--- src/design/sensor_misc_config_defines.svh ---
// register offsets, field positions, reset values and timing counts for the misc config bank
`ifndef SENSOR_MISC_CONFIG_DEFINES_SVH
`define SENSOR_MISC_CONFIG_DEFINES_SVH
`define OFS_NVM_PERMIT 8'h6A
`define OFS_WIRING 8'h6B
`define OFS_GYRO_TRIG 8'h6C
`define OFS_SELF_CHECK 8'h6D
`define OFS_PERSIST 8'h70
`define RST_NVM_PERMIT 8'h00
`define RST_WIRING 8'h00
`define RST_GYRO_TRIG 8'h00
`define RST_SELF_CHECK 8'h00
`define MASK_NVM_PERMIT 8'h02
`define MASK_WIRING 8'h01
`define MASK_GYRO_TRIG 8'h7F
`define MASK_SELF_CHECK 8'h1F
`define MASK_PERSIST 8'h07
`define BIT_NVM_PROG 1
`define BIT_THREE_WIRE 0
`define BIT_WAKE_INT 6
`define BIT_SLEEP_STATE 5
`define BIT_WAKE_HI 4
`define BIT_WAKE_LO 3
`define BIT_SLEEP_HI 2
`define BIT_SLEEP_LO 0
`define BIT_GYRO_ST 4
`define BIT_ACC_AMP 3
`define BIT_ACC_SIGN 2
`define BIT_ACC_EN_HI 1
`define BIT_ACC_EN_LO 0
`define BIT_WDT_EN 2
`define BIT_WDT_SEL 1
`define BIT_SPI_ONLY 0
`define WDT_SHORT_MS 1
`define WDT_LONG_MS 50
`define CLK_MHZ 250
`define WDT_SHORT_CYC (`WDT_SHORT_MS * 1000 * `CLK_MHZ)
`define WDT_LONG_CYC (`WDT_LONG_MS * 1000 * `CLK_MHZ)
`endif

--- src/design/sensor_misc_config_pkg.sv ---
// types shared by the misc config bank
package sensor_misc_config_pkg;
	// gyro power modes as reported in the power status field
	typedef enum logic [1:0] {
		GYRO_SUSPEND = 2'h0,
		GYRO_NORMAL = 2'h1,
		GYRO_FAST_START = 2'h3
	} gyroMode_t;
	// register access request from the serial front end
	typedef struct packed {
		logic wrStb;
		logic rdStb;
		logic [7:0] addr;
		logic [7:0] wdata;
	} regReq_t;
	// detector and pin events feeding the power triggers
	typedef struct packed {
		logic anyMotion;
		logic noMotion;
		logic pinOneActive;
		logic pinTwoActive;
	} trigIn_t;
	// watchdog states, one-hot
	typedef enum logic [1:0] {
		WD_IDLE = 2'b01,
		WD_COUNT = 2'b10
	} wdState_t;
endpackage

--- src/design/sensor_misc_config_regs.sv ---
// misc configuration registers: nvm permit, wiring, gyro power triggers, self check, persistent settings
//
// Operation
// [RQ1] bit 1 permits non-volatile programming
// [RQ2] bit 0 selects three-wire serial
// [RQ3] wake needs all enabled wake conditions
// [RQ4] any enabled sleep condition sends sleep
// [RQ5] wake wins over simultaneous sleep
// [RQ6] pin events follow edge/level setting
// [RQ7] sleep state picks suspend or fast-start
// [RQ8] wake interrupt pulse when enabled
// [RQ9] each transition updates gyro power mode
// [RQ10] bit 4 starts gyro self check
// [RQ11] amplitude bit high deflection, default low
// [RQ12] sign bit positive when one
// [RQ13] field 01 starts accel self check
// [RQ14] host waits 50 ms for results
// [RQ15] host sets accel config beforehand
// [RQ16] accel self check acts on all axes
// [RQ17] persistent settings load from nvm at boot
// [RQ18] watchdog enable on serial data line
// [RQ19] watchdog period 1 ms or 50 ms
// [RQ20] spi-only in automatic interface mode
// [RQ21] host writes zero to reserved bits
// [RQ22] watchdog timeout idles the i2c slave
`timescale 1ns/100ps
`default_nettype none
`include "sensor_misc_config_defines.svh"
module sensor_misc_config_regs
	import sensor_misc_config_pkg::*;
#(
	parameter int unsigned WDT_SHORT = `WDT_SHORT_CYC,
	parameter int unsigned WDT_LONG = `WDT_LONG_CYC
) (
	// clock, reset, enable
	input wire logic ref_clk,
	input wire logic rst_n,
	input wire logic clkEn,
	// register access
	input wire regReq_t regReq,
	output logic [7:0] rdData,
	// boot load of persistent settings
	input wire logic nvmLoad,
	input wire logic [7:0] nvmData,
	// trigger events, already shaped by the pin edge/level setting
	input wire trigIn_t trigIn,
	// interface state
	input wire logic autoConfigMode,
	input wire logic i2cMode,
	input wire logic dataLineHeld,
	// control outputs
	output logic nvmProgEnable,
	output logic threeWireSerialSelect,
	output logic spiOnly,
	output logic i2cWatchdogExpire,
	output logic wakeIrq,
	output logic [1:0] gyroPowerMode,
	output logic gyroSelfTestStart,
	output logic accelSelfTestOn,
	output logic accelSelfTestAmpHigh,
	output logic accelSelfTestPositive
);
	localparam int unsigned CW = 24;
	logic [7:0] permit_r, permit_nxt, wiring_r, wiring_nxt, trig_r, trig_nxt;
	logic [7:0] check_r, check_nxt, persist_r, persist_nxt;
	logic [1:0] mode_r, mode_nxt;
	logic wake_r, wake_nxt, gst_r, gst_nxt, exp_r, exp_nxt;
	logic [CW-1:0] cnt_r, cnt_nxt;
	wdState_t wd_r, wd_nxt;
	logic wakeCond, sleepCond, wakeEn, sleepEn;
	logic [CW-1:0] limit;

	function automatic logic hit(input regReq_t r, input logic [7:0] ofs);
		hit = r.wrStb && (r.addr == ofs);
	endfunction

	// gyro trigger evaluation; pin events arrive pre-shaped by interrupt output control
	always_comb begin
		wakeEn = trig_r[`BIT_WAKE_HI] | trig_r[`BIT_WAKE_LO];
		wakeCond = wakeEn && (!trig_r[`BIT_WAKE_HI] || trigIn.anyMotion) // RQ3
			&& (!trig_r[`BIT_WAKE_LO] || trigIn.pinOneActive); // RQ6
		sleepEn = |trig_r[`BIT_SLEEP_HI:`BIT_SLEEP_LO];
		sleepCond = (trig_r[2] && trigIn.noMotion) || (trig_r[1] && !trigIn.pinOneActive)
			|| (trig_r[0] && trigIn.pinTwoActive); // RQ4
	end

	// register writes, masked so reserved bits stay zero
	always_comb begin
		permit_nxt = hit(regReq, `OFS_NVM_PERMIT) ? (regReq.wdata & `MASK_NVM_PERMIT) : permit_r; // RQ1
		wiring_nxt = hit(regReq, `OFS_WIRING) ? (regReq.wdata & `MASK_WIRING) : wiring_r; // RQ2
		trig_nxt = hit(regReq, `OFS_GYRO_TRIG) ? (regReq.wdata & `MASK_GYRO_TRIG) : trig_r;
		check_nxt = hit(regReq, `OFS_SELF_CHECK) ? (regReq.wdata & `MASK_SELF_CHECK) : check_r;
		persist_nxt = persist_r;
		if (nvmLoad) begin
			persist_nxt = nvmData & `MASK_PERSIST; // RQ17
		end else if (hit(regReq, `OFS_PERSIST)) begin
			persist_nxt = regReq.wdata & `MASK_PERSIST;
		end
		// start pulse for gyro self check only on a written one
		gst_nxt = hit(regReq, `OFS_SELF_CHECK) && regReq.wdata[`BIT_GYRO_ST]; // RQ10
	end

	// gyro power state; wake checked first so it wins
	always_comb begin
		mode_nxt = mode_r;
		wake_nxt = 1'b0;
		if (wakeCond && mode_r != GYRO_NORMAL) begin
			mode_nxt = GYRO_NORMAL; // RQ5 RQ9
			wake_nxt = trig_r[`BIT_WAKE_INT]; // RQ8
		end else if (!wakeCond && sleepEn && sleepCond && mode_r == GYRO_NORMAL) begin
			mode_nxt = trig_r[`BIT_SLEEP_STATE] ? GYRO_SUSPEND : GYRO_FAST_START; // RQ7 RQ9
		end
	end

	// i2c watchdog on the serial data input pin
	always_comb begin
		limit = persist_r[`BIT_WDT_SEL] ? CW'(WDT_LONG) : CW'(WDT_SHORT); // RQ19
		wd_nxt = wd_r;
		cnt_nxt = cnt_r;
		exp_nxt = 1'b0;
		case (wd_r)
			WD_IDLE: begin
				cnt_nxt = '0;
				if (persist_r[`BIT_WDT_EN] && i2cMode && dataLineHeld) begin
					wd_nxt = WD_COUNT; // RQ18
				end
			end
			WD_COUNT: begin
				if (!dataLineHeld || !persist_r[`BIT_WDT_EN] || !i2cMode) begin
					wd_nxt = WD_IDLE;
				end else if (cnt_r >= limit - CW'(1)) begin
					exp_nxt = 1'b1; // RQ22
					wd_nxt = WD_IDLE;
				end else begin
					cnt_nxt = cnt_r + CW'(1);
				end
			end
			default: wd_nxt = WD_IDLE;
		endcase
	end

	// state registers; clkEn freezes everything
	always_ff @(posedge ref_clk or negedge rst_n) begin
		if (!rst_n) begin
			permit_r <= `RST_NVM_PERMIT;
			wiring_r <= `RST_WIRING;
			trig_r <= `RST_GYRO_TRIG;
			check_r <= `RST_SELF_CHECK;
			persist_r <= 8'h00;
			mode_r <= GYRO_SUSPEND;
			wake_r <= 1'b0;
			gst_r <= 1'b0;
			exp_r <= 1'b0;
			cnt_r <= '0;
			wd_r <= WD_IDLE;
		end else if (clkEn) begin
			permit_r <= permit_nxt;
			wiring_r <= wiring_nxt;
			trig_r <= trig_nxt;
			check_r <= check_nxt;
			persist_r <= persist_nxt;
			mode_r <= mode_nxt;
			wake_r <= wake_nxt;
			gst_r <= gst_nxt;
			exp_r <= exp_nxt;
			cnt_r <= cnt_nxt;
			wd_r <= wd_nxt;
		end
	end

	// read mux; unmapped addresses read zero
	always_comb begin
		case (regReq.addr)
			`OFS_NVM_PERMIT: rdData = permit_r;
			`OFS_WIRING: rdData = wiring_r;
			`OFS_GYRO_TRIG: rdData = trig_r;
			`OFS_SELF_CHECK: rdData = check_r;
			`OFS_PERSIST: rdData = persist_r;
			default: rdData = 8'h00;
		endcase
	end

	// outputs from flip-flops; spiOnly is also gated by the autoConfigMode input
	assign nvmProgEnable = permit_r[`BIT_NVM_PROG]; // RQ1
	assign threeWireSerialSelect = wiring_r[`BIT_THREE_WIRE]; // RQ2
	assign spiOnly = autoConfigMode & persist_r[`BIT_SPI_ONLY]; // RQ20
	assign i2cWatchdogExpire = exp_r;
	assign wakeIrq = wake_r;
	assign gyroPowerMode = mode_r;
	assign gyroSelfTestStart = gst_r;
	// one enable drives all three axes; only code 01 runs the test
	assign accelSelfTestOn = (check_r[`BIT_ACC_EN_HI:`BIT_ACC_EN_LO] == 2'h1); // RQ13 RQ16
	assign accelSelfTestAmpHigh = check_r[`BIT_ACC_AMP]; // RQ11
	assign accelSelfTestPositive = check_r[`BIT_ACC_SIGN]; // RQ12

	// checks
	AST_PERMIT: assert property (@(posedge ref_clk) disable iff (!rst_n) // RQ1
		clkEn && hit(regReq, `OFS_NVM_PERMIT) |=> nvmProgEnable == $past(regReq.wdata[1]))
		else $error("nvm permit not taken");
	AST_WIRING: assert property (@(posedge ref_clk) disable iff (!rst_n) // RQ2
		clkEn && hit(regReq, `OFS_WIRING) |=> threeWireSerialSelect == $past(regReq.wdata[0]))
		else $error("wiring select not taken");
	AST_WAKE: assert property (@(posedge ref_clk) disable iff (!rst_n) // RQ3
		clkEn && wakeCond && gyroPowerMode != GYRO_NORMAL |=> gyroPowerMode == GYRO_NORMAL)
		else $error("wake not taken");
	AST_SLEEP: assert property (@(posedge ref_clk) disable iff (!rst_n) // RQ4
		clkEn && !wakeCond && sleepCond && gyroPowerMode == GYRO_NORMAL |=> gyroPowerMode != GYRO_NORMAL)
		else $error("sleep not taken");
	AST_WINS: assert property (@(posedge ref_clk) disable iff (!rst_n) // RQ5
		clkEn && wakeCond && sleepCond |=> gyroPowerMode == GYRO_NORMAL)
		else $error("sleep beat wake");
	AST_TARGET: assert property (@(posedge ref_clk) disable iff (!rst_n) // RQ7
		$changed(gyroPowerMode) && gyroPowerMode != GYRO_NORMAL
		|-> gyroPowerMode == ($past(trig_r[5]) ? GYRO_SUSPEND : GYRO_FAST_START))
		else $error("wrong sleep target");
	AST_IRQ: assert property (@(posedge ref_clk) disable iff (!rst_n) // RQ8
		wakeIrq |-> $past(trig_r[6]) && gyroPowerMode == GYRO_NORMAL)
		else $error("spurious wake irq");
	AST_ACC: assert property (@(posedge ref_clk) disable iff (!rst_n) // RQ13
		accelSelfTestOn |-> check_r[1:0] == 2'h1)
		else $error("accel self check code wrong");
	AST_LOAD: assert property (@(posedge ref_clk) disable iff (!rst_n) // RQ17
		clkEn && nvmLoad |=> persist_r == ($past(nvmData) & 8'h07))
		else $error("nvm load missed");
	AST_SPI: assert property (@(posedge ref_clk) disable iff (!rst_n) // RQ20
		spiOnly |-> autoConfigMode && persist_r[0])
		else $error("spi only wrong");
	AST_SPI_OFF: assert property (@(posedge ref_clk) disable iff (!rst_n) // RQ20
		!autoConfigMode |-> !spiOnly)
		else $error("spi only outside auto mode");
	// register bits move only on a write to their own offset
	AST_PERMIT_HOLD: assert property (@(posedge ref_clk) disable iff (!rst_n) // RQ1
		clkEn && !hit(regReq, `OFS_NVM_PERMIT) |=> $stable(nvmProgEnable))
		else $error("nvm permit moved without write");
	AST_WIRING_HOLD: assert property (@(posedge ref_clk) disable iff (!rst_n) // RQ2
		clkEn && !hit(regReq, `OFS_WIRING) |=> $stable(threeWireSerialSelect))
		else $error("wiring moved without write");
	// each enabled wake condition is needed on its own
	AST_WAKE_ANY: assert property (@(posedge ref_clk) disable iff (!rst_n) // RQ3
		clkEn && trig_r[4] && !trigIn.anyMotion && gyroPowerMode != GYRO_NORMAL |=> $stable(gyroPowerMode))
		else $error("wake without any-motion");
	AST_WAKE_PIN: assert property (@(posedge ref_clk) disable iff (!rst_n) // RQ3
		clkEn && trig_r[3] && !trigIn.pinOneActive && gyroPowerMode != GYRO_NORMAL |=> $stable(gyroPowerMode))
		else $error("wake without pin one");
	AST_NO_WAKE_EN: assert property (@(posedge ref_clk) disable iff (!rst_n) // RQ3
		clkEn && trig_r[4:3] == 2'h0 && gyroPowerMode != GYRO_NORMAL |=> $stable(gyroPowerMode))
		else $error("wake with no wake trigger");
	AST_SLEEP_NONE: assert property (@(posedge ref_clk) disable iff (!rst_n) // RQ4
		clkEn && trig_r[2:0] == 3'h0 && gyroPowerMode == GYRO_NORMAL |=> gyroPowerMode == GYRO_NORMAL)
		else $error("sleep with no sleep trigger");
	AST_SLEEP_PIN2: assert property (@(posedge ref_clk) disable iff (!rst_n) // RQ4
		clkEn && trig_r[0] && trigIn.pinTwoActive && !wakeCond && gyroPowerMode == GYRO_NORMAL
		|=> gyroPowerMode != GYRO_NORMAL)
		else $error("pin two sleep missed");
	// wake interrupt follows the enable bit and lasts one cycle
	AST_IRQ_ON: assert property (@(posedge ref_clk) disable iff (!rst_n) // RQ8
		clkEn && wakeCond && gyroPowerMode != GYRO_NORMAL && trig_r[6] |=> wakeIrq)
		else $error("wake irq missing");
	AST_IRQ_OFF: assert property (@(posedge ref_clk) disable iff (!rst_n) // RQ8
		clkEn && !trig_r[6] |=> !wakeIrq)
		else $error("wake irq while disabled");
	AST_IRQ_ONE: assert property (@(posedge ref_clk) disable iff (!rst_n) // RQ8
		clkEn && wakeIrq |=> !wakeIrq)
		else $error("wake irq too long");
	AST_MODE_LEGAL: assert property (@(posedge ref_clk) disable iff (!rst_n) // RQ9
		gyroPowerMode != 2'h2)
		else $error("illegal gyro mode");
	AST_GST_ON: assert property (@(posedge ref_clk) disable iff (!rst_n) // RQ10
		clkEn && hit(regReq, `OFS_SELF_CHECK) && regReq.wdata[4] |=> gyroSelfTestStart)
		else $error("gyro self check not started");
	AST_GST_PULSE: assert property (@(posedge ref_clk) disable iff (!rst_n) // RQ10
		clkEn && gyroSelfTestStart && !hit(regReq, `OFS_SELF_CHECK) |=> !gyroSelfTestStart)
		else $error("gyro self check start too long");
	AST_AMP: assert property (@(posedge ref_clk) disable iff (!rst_n) // RQ11
		clkEn && hit(regReq, `OFS_SELF_CHECK) |=> accelSelfTestAmpHigh == $past(regReq.wdata[3]))
		else $error("amplitude bit not taken");
	AST_SIGN: assert property (@(posedge ref_clk) disable iff (!rst_n) // RQ12
		clkEn && hit(regReq, `OFS_SELF_CHECK) |=> accelSelfTestPositive == $past(regReq.wdata[2]))
		else $error("sign bit not taken");
	AST_ACC_ON: assert property (@(posedge ref_clk) disable iff (!rst_n) // RQ13
		clkEn && hit(regReq, `OFS_SELF_CHECK) |=> accelSelfTestOn == ($past(regReq.wdata[1:0]) == 2'h1))
		else $error("accel self check enable not taken");
	AST_PERSIST_WR: assert property (@(posedge ref_clk) disable iff (!rst_n) // RQ18
		clkEn && !nvmLoad && hit(regReq, `OFS_PERSIST) |=> persist_r == ($past(regReq.wdata) & 8'h07))
		else $error("persistent write not taken");
	// watchdog only fires while enabled, in i2c mode and with the line held
	AST_WDT_OFF: assert property (@(posedge ref_clk) disable iff (!rst_n) // RQ18
		clkEn && !persist_r[2] |=> !i2cWatchdogExpire)
		else $error("watchdog fired while disabled");
	AST_WDT_I2C: assert property (@(posedge ref_clk) disable iff (!rst_n) // RQ18
		clkEn && !i2cMode |=> !i2cWatchdogExpire)
		else $error("watchdog fired outside i2c");
	AST_WDT_HELD: assert property (@(posedge ref_clk) disable iff (!rst_n) // RQ22
		clkEn && !dataLineHeld |=> !i2cWatchdogExpire)
		else $error("watchdog fired on free line");
	AST_WDT_PULSE: assert property (@(posedge ref_clk) disable iff (!rst_n) // RQ22
		clkEn && i2cWatchdogExpire |=> !i2cWatchdogExpire)
		else $error("watchdog expiry too long");
	AST_WDT_ST: assert property (@(posedge ref_clk) disable iff (!rst_n) // RQ18
		wd_r == WD_IDLE || wd_r == WD_COUNT)
		else $error("watchdog state not one-hot");
	AST_WDT_ENTER: assert property (@(posedge ref_clk) disable iff (!rst_n) // RQ18
		clkEn && wd_r == WD_IDLE && persist_r[2] && i2cMode && dataLineHeld |=> wd_r == WD_COUNT)
		else $error("watchdog did not start");
	COV_WAKE: cover property (@(posedge ref_clk) disable iff (!rst_n) wakeIrq);
	COV_SLEEP: cover property (@(posedge ref_clk) disable iff (!rst_n) gyroPowerMode == GYRO_FAST_START);
	COV_WDT: cover property (@(posedge ref_clk) disable iff (!rst_n) i2cWatchdogExpire);
	COV_GST: cover property (@(posedge ref_clk) disable iff (!rst_n) gyroSelfTestStart);
	COV_SUSPEND: cover property (@(posedge ref_clk) disable iff (!rst_n)
		gyroPowerMode == GYRO_SUSPEND && $past(gyroPowerMode) == GYRO_NORMAL);
endmodule // sensor_misc_config_regs
`default_nettype wire

--- config.mk ---
export PLATFORM = sky130hd
export DESIGN_NAME = sensor_misc_config_regs
export DESIGN_NICKNAME = d
export VERILOG_FILES = /design/src/design/sensor_misc_config_pkg.sv /design/src/design/sensor_misc_config_regs.sv
export VERILOG_INCLUDE_DIRS = /design/src /design/src/design
export SDC_FILE = /design/constraint.sdc
export NUM_CORES = 1
export LEC_CHECK = 0
export BUFFER_PORTS_ARGS = -buffer_cell sky130_fd_sc_hd__clkbuf_2
export CELL_PAD_IN_SITES_DETAIL_PLACEMENT = 0
export CELL_PAD_IN_SITES_GLOBAL_PLACEMENT = 1
export CORE_MARGIN = 1
export CORE_UTILIZATION = 42
export DETAILED_ROUTE_END_ITERATION = 8
export PLACE_DENSITY = 0.85
export SLEW_MARGIN = 20
export SYNTH_ARGS = -nofsm -noshare
export SYNTH_HDL_FRONTEND = slang
export SYNTH_SLANG_ARGS = --single-unit
--- constraint.sdc ---
create_clock -name ref_clk -period 3.1 [get_ports ref_clk]
set_clock_uncertainty 0.05 [all_clocks]
set_input_delay 0.62 -clock ref_clk [delete_from_list [all_inputs] [get_ports ref_clk]]
set_output_delay 0.62 -clock ref_clk [all_outputs]
set_load 0.02 [all_outputs]
==> results_dict.tcl, run 1 <==
set metrics [dict create \
    cp_max_fo 8 \
    clk_pin_slew_ns 0.10 \
    tightestPinTransition_ns 0.6154 \
    netlist_top_cells_area "dfrtp_1 41%, ha_1 5.7%, mux2_2 5.5%, nand2_1 3.9%, a21oi_1 3.8%" \
    numPortBuffers 47 \
    rows 29 \
    root_buffer "clkbuf_8" \
    num_vias 2531 \
    synth_most_common_cell "dfrtp_1" \
    yosys_warnings 0 \
    cts_buffer_depth 2 \
    endpoint_kind "flop" \
    routed_wl_mm 6.627 \
    swShare 0.2751 \
    slew_headroom 0.5897 \
    p_leak_nw 1.554 \
    r2r_cells 8 \
    drt_pass1_iterations 8 \
    final.min_clock_period_ns 2.889 \
    grt_pass1_vias 2393 \
    fmax_ghz 0.3462 \
    p_per_area_nw_per_um2 396.2 \
    rsz0062_at_grt "false" \
    grt_pass1_wl_mm 11.34 \
    ioPinCount 56 \
    place_ws_ns 0.2411 \
    power.share.clock 0.355 \
    gp_congestion 0.7625 \
    antenna_found_initial 0 \
    dp_hpwl_mm 4.978 \
    netlist.area_leader.share 0.4091 \
    p_sw_mw 0.3672 \
    run_status "finished clean" \
    drive_gt1_frac 0.2473 \
    ys_ff_latch 48 \
    synthesis.instances 310 \
    syn_area_um2 2875 \
    worst_slack_ns 0.2112 \
    drt_iter0_markers 116 \
    tns_ns 0 \
    clkSinkCount 48 \
    cp.required_ns 3.29 \
    grt_use_total 0.1962 \
    cts_made_buffers 5 \
    ys_top_cells_by_count "47 x dfrtp_1, 30 x nand2_1, 25 x nor2_1, 22 x a21oi_1, 21 x o21ai_0" \
    dieWidth_um 84.74 \
    hold_violations 0 \
    grt_max_degree 49 \
    via_per_inst 5.688 \
    ir_drop_mv 0.2273 \
    p_seq_frac 0.500 \
    die_y_um 84.74 \
    crit_path_start_kind "flop" \
    seq_area_frac_synth 0.4182 \
    synth_top_cell_by_area "dfrtp_1" \
    multi_input_area_um2 1593 \
    antenna_cells 0 \
    htreeDepth 2 \
    clock_latency_ns 0.30 \
    final_antenna_net_count 0 \
    hold_buffers 0 \
    ctsResizeCount 0 \
    fill_cells 633 \
    synthFlopType "dfrtp_1" \
    fin_crit_sh 0.9319 \
    whs_ns 0.3556 \
    holdCritPathClass "in -> async" \
    area_growth_pct 17.19 \
    combPwrFrac 0.145 \
    path_class "reg -> reg" \
    syn_nets 360 \
    setup_viol 0 \
    initial_core_util 0.4427 \
    synth_edf_count 0 \
    postCtsSetupBuffers 0 \
    cts_tree "built" \
    slew_viol_final 0 \
    syn_area_per_cell_um2 9.275 \
    overflow 0 \
    core_area_um2 6495 \
    nets 417 \
    p_int_mw 0.9676 \
    cp.arrival_ns 3.08 \
    seq_area_um2 1202 \
    die_area_um2 7181 \
    async_flop_share 1.000 \
    avgRoutedWirePerCell_um 14.89 \
    yosys.cell_types.count 58 \
    drc 0 \
    maxCapViolCount 0 \
]
[path summary, 6_finish.rpt]
check                           slack, ns                          start                            end
worst max-delay path                 0.21       persist_r[1]$_DFFE_PN0P_          cnt_r[15]$_DFFE_PN0P_
worst min-delay path                 0.36                          rst_n          cnt_r[11]$_DFFE_PN0P_
worst max register to register       0.21       persist_r[1]$_DFFE_PN0P_          cnt_r[15]$_DFFE_PN0P_
worst min register to register       0.44  i2cWatchdogExpire$_DFFE_PN0P_  i2cWatchdogExpire$_DFFE_PN0P_
max in group asynchronous            2.23                          rst_n           cnt_r[1]$_DFFE_PN0P_
min in group ref_clk                 0.44  i2cWatchdogExpire$_DFFE_PN0P_  i2cWatchdogExpire$_DFFE_PN0P_
[logic make-up (layout without fill, tap and decap cells)]
| kind of cell | after synthesis | count (layout) | synth area share |
|---|---|---|---|
| other | 1 | 1 | 0.001304 |
| adder cells (fa/ha/maj) | 13 | 13 | 0.05657 |
| multiplexers | 21 | 21 | 0.07920 |
| XOR/XNOR | 3 | 3 | 0.009140 |
| AND/OR/NAND/NOR | 131 | 131 | 0.2380 |
| AO/OA/AOI/OAI | 73 | 73 | 0.1697 |
| flip-flops | 48 | 48 | 0.4182 |
| buffers and inverters | 20 | 78 | 0.02785 |
[registers in the layout (all words and copies together) (netlist names)]
register           count
trig_r                 7
permit_r               1
gyroSelfTestStart      1
wiring_r               1
i2cWatchdogExpire      1
gyroPowerMode          2
persist_r              3
cnt_r                 24
check_r                5
wd_r                   2
wakeIrq                1
[per-layer routing]
metal	up-vias	part of all wire	GRT usage	wire (µm)
met4	0	0.013	0.05085	85
met2	41	0.47	0.3171	3082
met1	1218	0.50	0.2770	3306
li1	1264	-	-	-
met3	8	0.023	0.02852	152
met5	-	0	0	0
[metrics by stage]
step | cells | area [µm²] | power, mW | utilization
finish | 445 | 3369 | 1.335 | 0.5188
global route | 445 | 3369 | 1.397 | 0.5188
CTS | 445 | 3369 | 1.349 | 0.5188
detailed placement | 437 | 3254 | 0.8761 | 0.5011
global placement | 437 | 3254 | 0.8711 | 0.5011
floorplan | 310 | 2875 | 0.7910 | -
[final cells by class]
cell class | instances | area share
clock inverter | 3 | 0.01374
timing repair buffer | 58 | 0.09432
tap | 77 | 0.02859
inverter | 12 | 0.01337
clock buffer | 5 | 0.02042
multi-input combinational | 242 | 0.4727
sequential | 48 | 0.3569
[power by group through the flow]
| stage | registers, mW | logic [mW] | clock network (mW) |
|---|---|---|---|
| detailed placement | 0.681 | 0.196 | 0 |
| floorplan | 0.689 | 0.103 | 0 |
| global route | 0.671 | 0.216 | 0.510 |
| finish | 0.668 | 0.193 | 0.474 |
| CTS | 0.668 | 0.197 | 0.484 |
| global placement | 0.679 | 0.192 | 0 |
[cell usage in the layout (no fill, tap or decap), types with 2 or more instances in the layout]
cell / synthesis / layout
and3_1: 3 / 3
nand2_1: 30 / 30
a21o_1: 2 / 2
buf_4: 1 / 11
mux2_2: 14 / 14
or3b_2: 2 / 2
or3_1: 10 / 10
xnor2_1: 2 / 2
nand3_1: 18 / 18
o21ai_0: 21 / 21
nor2b_1: 2 / 2
nor2_1: 25 / 25
nor4_1: 3 / 3
dfrtp_1: 47 / 47
a31o_2: 4 / 4
inv_1: 12 / 12
nand2b_1: 4 / 4
nand4b_1: 2 / 2
clkbuf_8: 0 / 5
ha_1: 13 / 13
nand3b_1: 2 / 2
o211ai_1: 3 / 3
o2bb2ai_1: 2 / 2
o31ai_1: 2 / 2
a21oi_1: 22 / 22
a211o_1: 3 / 3
nand4_1: 6 / 6
or4_1: 3 / 3
and2_1: 4 / 4
clkbuf_2: 0 / 47
nor3_1: 9 / 9
mux2i_1: 7 / 7
[critical path: stages, from the launching register on]
cell and delay, ns:
dfrtp_1 0.39, inv_1 0.14, ha_1 0.27, a211o_1 0.31
a2111oi_4 0.38, nand2_1 0.15, or4_1 0.62, or4_1 0.44
nand2_1 0.08
Power figures use the tool's default switching activity.
==> run 2: changes to the inputs <==
- CORE_UTILIZATION: 42 -> 43
- CTS_BUF_LIST: unset -> sky130_fd_sc_hd__clkbuf_8
- CTS_CLUSTER_DIAMETER: unset -> 80
- GPL_TIMING_DRIVEN: unset -> 0
- PLACE_DENSITY: 0.85 -> 0.87
==> run 2 against run 1 <==
  * Utilization grew 1.1 points
  * Critical endpoint unchanged
  * First-iteration DRC count grew 32%
  * Sequential power is essentially flat
  * Critical path type unchanged
==> results_dict.tcl, run 2 (synthesis gave the netlist of run 1 again) <==
set metrics [dict create \
    clk_pin_slew_ns 0.10 \
    drc 0 \
    crit_path_start_kind "flop" \
    clock_latency_ns 0.31 \
    p_per_area_nw_per_um2 383.5 \
    endpoint_kind "flop" \
    cp.required_ns 3.30 \
    run_status "finished clean" \
    maxCapViolCount 0 \
    holdCritPathClass "in -> async" \
    cts_made_buffers 5 \
    regMostFlops "cnt_r" \
    tightestPinTransition_ns 0.7429 \
    die_area_um2 7017 \
    cts_buffer_depth 2 \
    final_cell_mix "47 x clkbuf_2, 46 x dfrtp_1, 30 x nand2_1, 25 x nor2_1, 22 x a21oi_1" \
    avgRoutedWirePerCell_um 15.80 \
    worst_slack_ns 0.1371 \
    rows 29 \
    via_per_inst 5.790 \
    slew_viol_final 0 \
    cp_max_fo 8 \
    final_antenna_net_count 0 \
    crit_start "persist_r[1]$_DFFE_PN0P_" \
    drt_pass1_iterations 4 \
    hold_violations 0 \
    p_leak_nw 1.543 \
    antenna_cells 0 \
    fin_crit_sh 0.9558 \
    dp_hpwl_mm 5.108 \
    slew_headroom 0.5002 \
    num_vias 2588 \
    setup_viol 0 \
    htreeDepth 2 \
    dieWidth_um 83.77 \
    final_common_cell "clkbuf_2" \
    grt_max_degree 49 \
    gp_congestion 0.8463 \
    nets 419 \
    overflow 0 \
    reg2reg_from "persist_r[1]$_DFFE_PN0P_" \
    ioPinCount 56 \
    drt_iter0_markers 153 \
    antenna_found_initial 0 \
    die_y_um 83.77 \
    root_buffer "clkbuf_8" \
    drive_gt1_frac 0.2541 \
    initial_core_util 0.4502 \
    ir_drop_mv 0.2285 \
    largest_reg_flops 24 \
    path_class "reg -> reg" \
    final.min_clock_period_ns 2.963 \
    fill_cells 603 \
    whs_ns 0.3191 \
    grt_pass1_wl_mm 12.30 \
    fmax_ghz 0.3375 \
    routed_wl_mm 7.062 \
    clkSinkCount 48 \
    grt_pass1_vias 2582 \
    grt_use_total 0.2159 \
    numPortBuffers 47 \
    cp.arrival_ns 3.16 \
    reg_top3 "cnt_r: 24 flops, trig_r: 7 flops, check_r: 5 flops" \
    core_area_um2 6386 \
    place_ws_ns -0.1031 \
    area_growth_pct 17.67 \
    cts_tree "built" \
]
## run 2: changes by cell type in the layout (fill, tap and decap cells not counted), moves of 2 or more
cell	before	now
buf_4	11	5
nor3_2	0	2
nor3_1	9	7
clkbuf_1	0	4
## run 2: path summary, 6_finish.rpt
kind | endpoint | slack (ns) | cells past startpoint
hold / removal | cnt_r[14]$_DFFE_PN0P_ | 0.32 | 1
hold reg to reg | gyroPowerMode[0]$_DFFE_PN0P_ | 0.44 | 1
setup reg to reg | cnt_r[15]$_DFFE_PN0P_ | 0.14 | 9
setup / recovery | cnt_r[15]$_DFFE_PN0P_ | 0.14 | 9
max in group asynchronous | persist_r[1]$_DFFE_PN0P_ | 2.21 | 1
min in group ref_clk | gyroPowerMode[0]$_DFFE_PN0P_ | 0.44 | 1
## run 2: area by class of cell
class / instances / area, µm² / area share
buffer: 8 / 36.28 / 0.01072
clock buffer: 6 / 82.58 / 0.02441
clock inverter: 2 / 13.76 / 0.004068
inverter: 12 / 48.80 / 0.01442
multi-input combinational: 242 / 1614 / 0.4771
sequential: 48 / 1204 / 0.3558
tap: 77 / 96.34 / 0.02848
timing repair buffer: 52 / 287.8 / 0.08506
## run 2: worst max-delay path, stage by stage (launching register included)
cell,delay (ns)
dfrtp_2,0.41
clkinvlp_4,0.15
ha_1,0.33
a211o_1,0.31
a2111oi_4,0.39
nand2_1,0.16
or4_1,0.47
buf_2,0.17
or4_1,0.39
nand2_1,0.08
## run 2: routing by layer
metal / vias up / global-route usage / part of all wire
li1: 1269 / - / -
met1: 1265 / 0.2908 / 0.49
met2: 44 / 0.3599 / 0.46
met3: 10 / 0.03561 / 0.032
met4: 0 / 0.05855 / 0.016
met5: - / 0 / 0
## run 2: timing repair
action	4_1_cts	5_1_grt
gates cloned	0	0
resized for setup	3	3
endpoints found under the setup margin	16	16
pin swaps	0	0
buffers inserted	4	1
hold buffers	0	0
## run 2: stage by stage
stage	cells	TNS, ns	util	power (mW)	area [µm²]
5_1_grt	447	-0.005560	0.5298	1.361	3383
2_1_floorplan	310	0	-	0.7910	2875
3_3_place_gp	434	-0.2675	0.5022	0.8669	3207
3_5_place_dp	434	-1.055	0.5025	0.8739	3209
6_report	447	0	0.5298	1.297	3383
4_1_cts	446	0	0.5253	1.308	3354
## run 2: power breakdown
part / leakage (nW) / switching (mW) / total (mW) / internal, mW
Sequential: 0.633 / 0.0210 / 0.671 / 0.650
Combinational: 0.859 / 0.128 / 0.217 / 0.0896
Clock: 0.0516 / 0.226 / 0.409 / 0.183
Total: 1.54 / 0.375 / 1.30 / 0.922
==> run 3: changes to the inputs <==
- clock period: 3.1 -> 2.8 ns (I/O delays scaled with it)
==> run 3 against run 2 <==
  * Non-clock buffer count did not move
  * Utilization rose by 1.2 points
  * First-iteration DRC count rose by 33%
  * Die area did not move
  * Flip-flop and latch count did not move
  * Critical endpoint unchanged
==> results_dict.tcl, run 3 (synthesis gave the netlist of run 1 again) <==
set metrics [dict create \
    run_status "finished clean" \
    p_per_area_nw_per_um2 462.1 \
    drt_pass1_iterations 4 \
    final_cell_mix "46 x dfrtp_1, 46 x clkbuf_2, 28 x nand2_1, 25 x nor2_1, 22 x a21oi_1" \
    crit_path_start_kind "flop" \
    antenna_found_initial 0 \
    crit_path_top_delay_cell "or4_4" \
    p_leak_nw 1.565 \
    grt_max_degree 49 \
    grt_busiest_layer "met2" \
    routed_wl_mm 7.284 \
    ioPinCount 56 \
    antenna_cells 0 \
    setup_viol 0 \
    die_area_um2 7017 \
    core_area_um2 6386 \
    rsz0062_at_grt "true" \
    dp_hpwl_mm 5.138 \
    root_buffer "clkbuf_8" \
    die_y_um 83.77 \
    fmax_ghz 0.3633 \
    cp.arrival_ns 2.96 \
    cts_tree "built" \
    met3_usage 0.04055 \
    clkSinkCount 48 \
    use_met1 0.2833 \
    largest_reg_flops 24 \
    path_class "reg -> reg" \
    final_antenna_net_count 0 \
    grt_pass1_vias 2564 \
    cp_num_buf_inv 1 \
    gr-usage-met2 0.3622 \
    tightestPinTransition_ns 0.7099 \
    drt_iter0_markers 203 \
    gp_congestion 0.8641 \
    grt_use_total 0.2158 \
    regMostFlops "cnt_r" \
    power_mw 1.600 \
    initial_core_util 0.4502 \
    cp_common_cell "or4_4" \
    endpoint_kind "flop" \
    placed_area_um2 3209 \
    final.min_clock_period_ns 2.753 \
    cp.required_ns 3.00 \
    tns_ns 0 \
    slew_viol_final 0 \
    post-route-util 0.5421 \
    grt_pass1_wl_mm 12.23 \
    overflow 0 \
    rows 29 \
    critPathMaxStageDelay_ns 0.59 \
    clock_latency_ns 0.31 \
    dieWidth_um 83.77 \
    drive_gt1_frac 0.2757 \
    ir_drop_mv 0.3084 \
    fill_cells 619 \
    fin_crit_sh 0.9830 \
    htreeDepth 2 \
    clk_pin_slew_ns 0.10 \
    slew_headroom 0.5242 \
    cpLargestDelayFamily "simple AND/OR/NAND/NOR gates" \
    finish.instance_area_um2 3462 \
    holdCritPathClass "in -> async" \
    r2r_setup_slack_ns 0.05 \
    via_per_inst 5.857 \
    maxCapViolCount 0 \
    nets 419 \
    hold_violations 0 \
    area_growth_pct 20.41 \
    cts_made_buffers 5 \
    avgRoutedWirePerCell_um 16.30 \
    num_vias 2618 \
    path_cells "buf_4, ha_1, o31a_1, a31o_1, o2111a_2, or4_4, or4_4, nand2_2" \
    cts_buffer_depth 2 \
    numPortBuffers 47 \
    drc 0 \
    whs_ns 0.2576 \
    cp_max_fo 8 \
    reg_top3 "cnt_r: 24 flops, trig_r: 7 flops, check_r: 5 flops" \
]
## run 3: cell types whose count changed in the layout (fill, tap and decap cells not counted), sizes merged
| cell | change |
|---|---|
| buf | +1 |
| bufinv | +2 |
| clkbuf | -2 |
| clkinv | -1 |
| clkinvlp | -1 |
| inv | +1 |
## run 3: repair_timing
| item | 4_1_cts | 5_1_grt |
|---|---|---|
| pin swaps | 4 | 2 |
| hold endpoints to repair | 0 | 0 |
| hold buffers | 0 | 0 |
| setup endpoints to repair | 20 | 19 |
| buffers inserted | 6 | 0 |
| resized for setup | 6 | 15 |
## run 3: routing by layer
layer  part of all wire  up-vias
li1                   -     1269
met1               0.47     1275
met2               0.48       62
met3              0.037       12
met4              0.014        0
met5                  0        -
## run 3: area by class of cell
type                       count  area [µm²]  share of cell area
buffer                         7       31.28            0.009035
clock inverter                 3       68.82             0.01988
multi-input combinational    242        1657              0.4785
clock buffer                   5       68.82             0.01988
inverter                      12       50.05             0.01446
timing repair buffer          53       286.5             0.08276
tap                           77       96.34             0.02783
sequential                    48        1204              0.3477
## run 3: worst paths after layout
kind	from	endpoint	cells past startpoint
max in group asynchronous	rst_n	persist_r[1]$_DFFE_PN0P_	1
min in group ref_clk	regReq[5]	trig_r[5]$_DFFE_PN0P_	3
min	rst_n	cnt_r[14]$_DFFE_PN0P_	1
min reg2reg	i2cWatchdogExpire$_DFFE_PN0P_	i2cWatchdogExpire$_DFFE_PN0P_	1
max reg2reg	persist_r[1]$_DFFE_PN0P_	cnt_r[15]$_DFFE_PN0P_	8
max	persist_r[1]$_DFFE_PN0P_	cnt_r[15]$_DFFE_PN0P_	8
## run 3: power by group
group          switching [mW]  internal, mW
Combinational           0.144        0.0939
Clock                   0.259         0.360
Sequential             0.0236         0.719
## run 3: metrics by stage
step / instances / setup slack [ns]
floorplan: 310 / 0.03401
finish: 447 / 0.04746
detailed placement: 434 / -0.2270
CTS: 448 / 0.01872
global route: 447 / -0.03789
global placement: 434 / -0.2088
## run 3: worst register-to-register path, stage by stage (launching register included)
cell	delay [ns]
dfrtp_2	0.45
buf_4	0.17
ha_1	0.29
o31a_1	0.11
a31o_1	0.21
o2111a_2	0.30
or4_4	0.59
or4_4	0.45
nand2_2	0.08
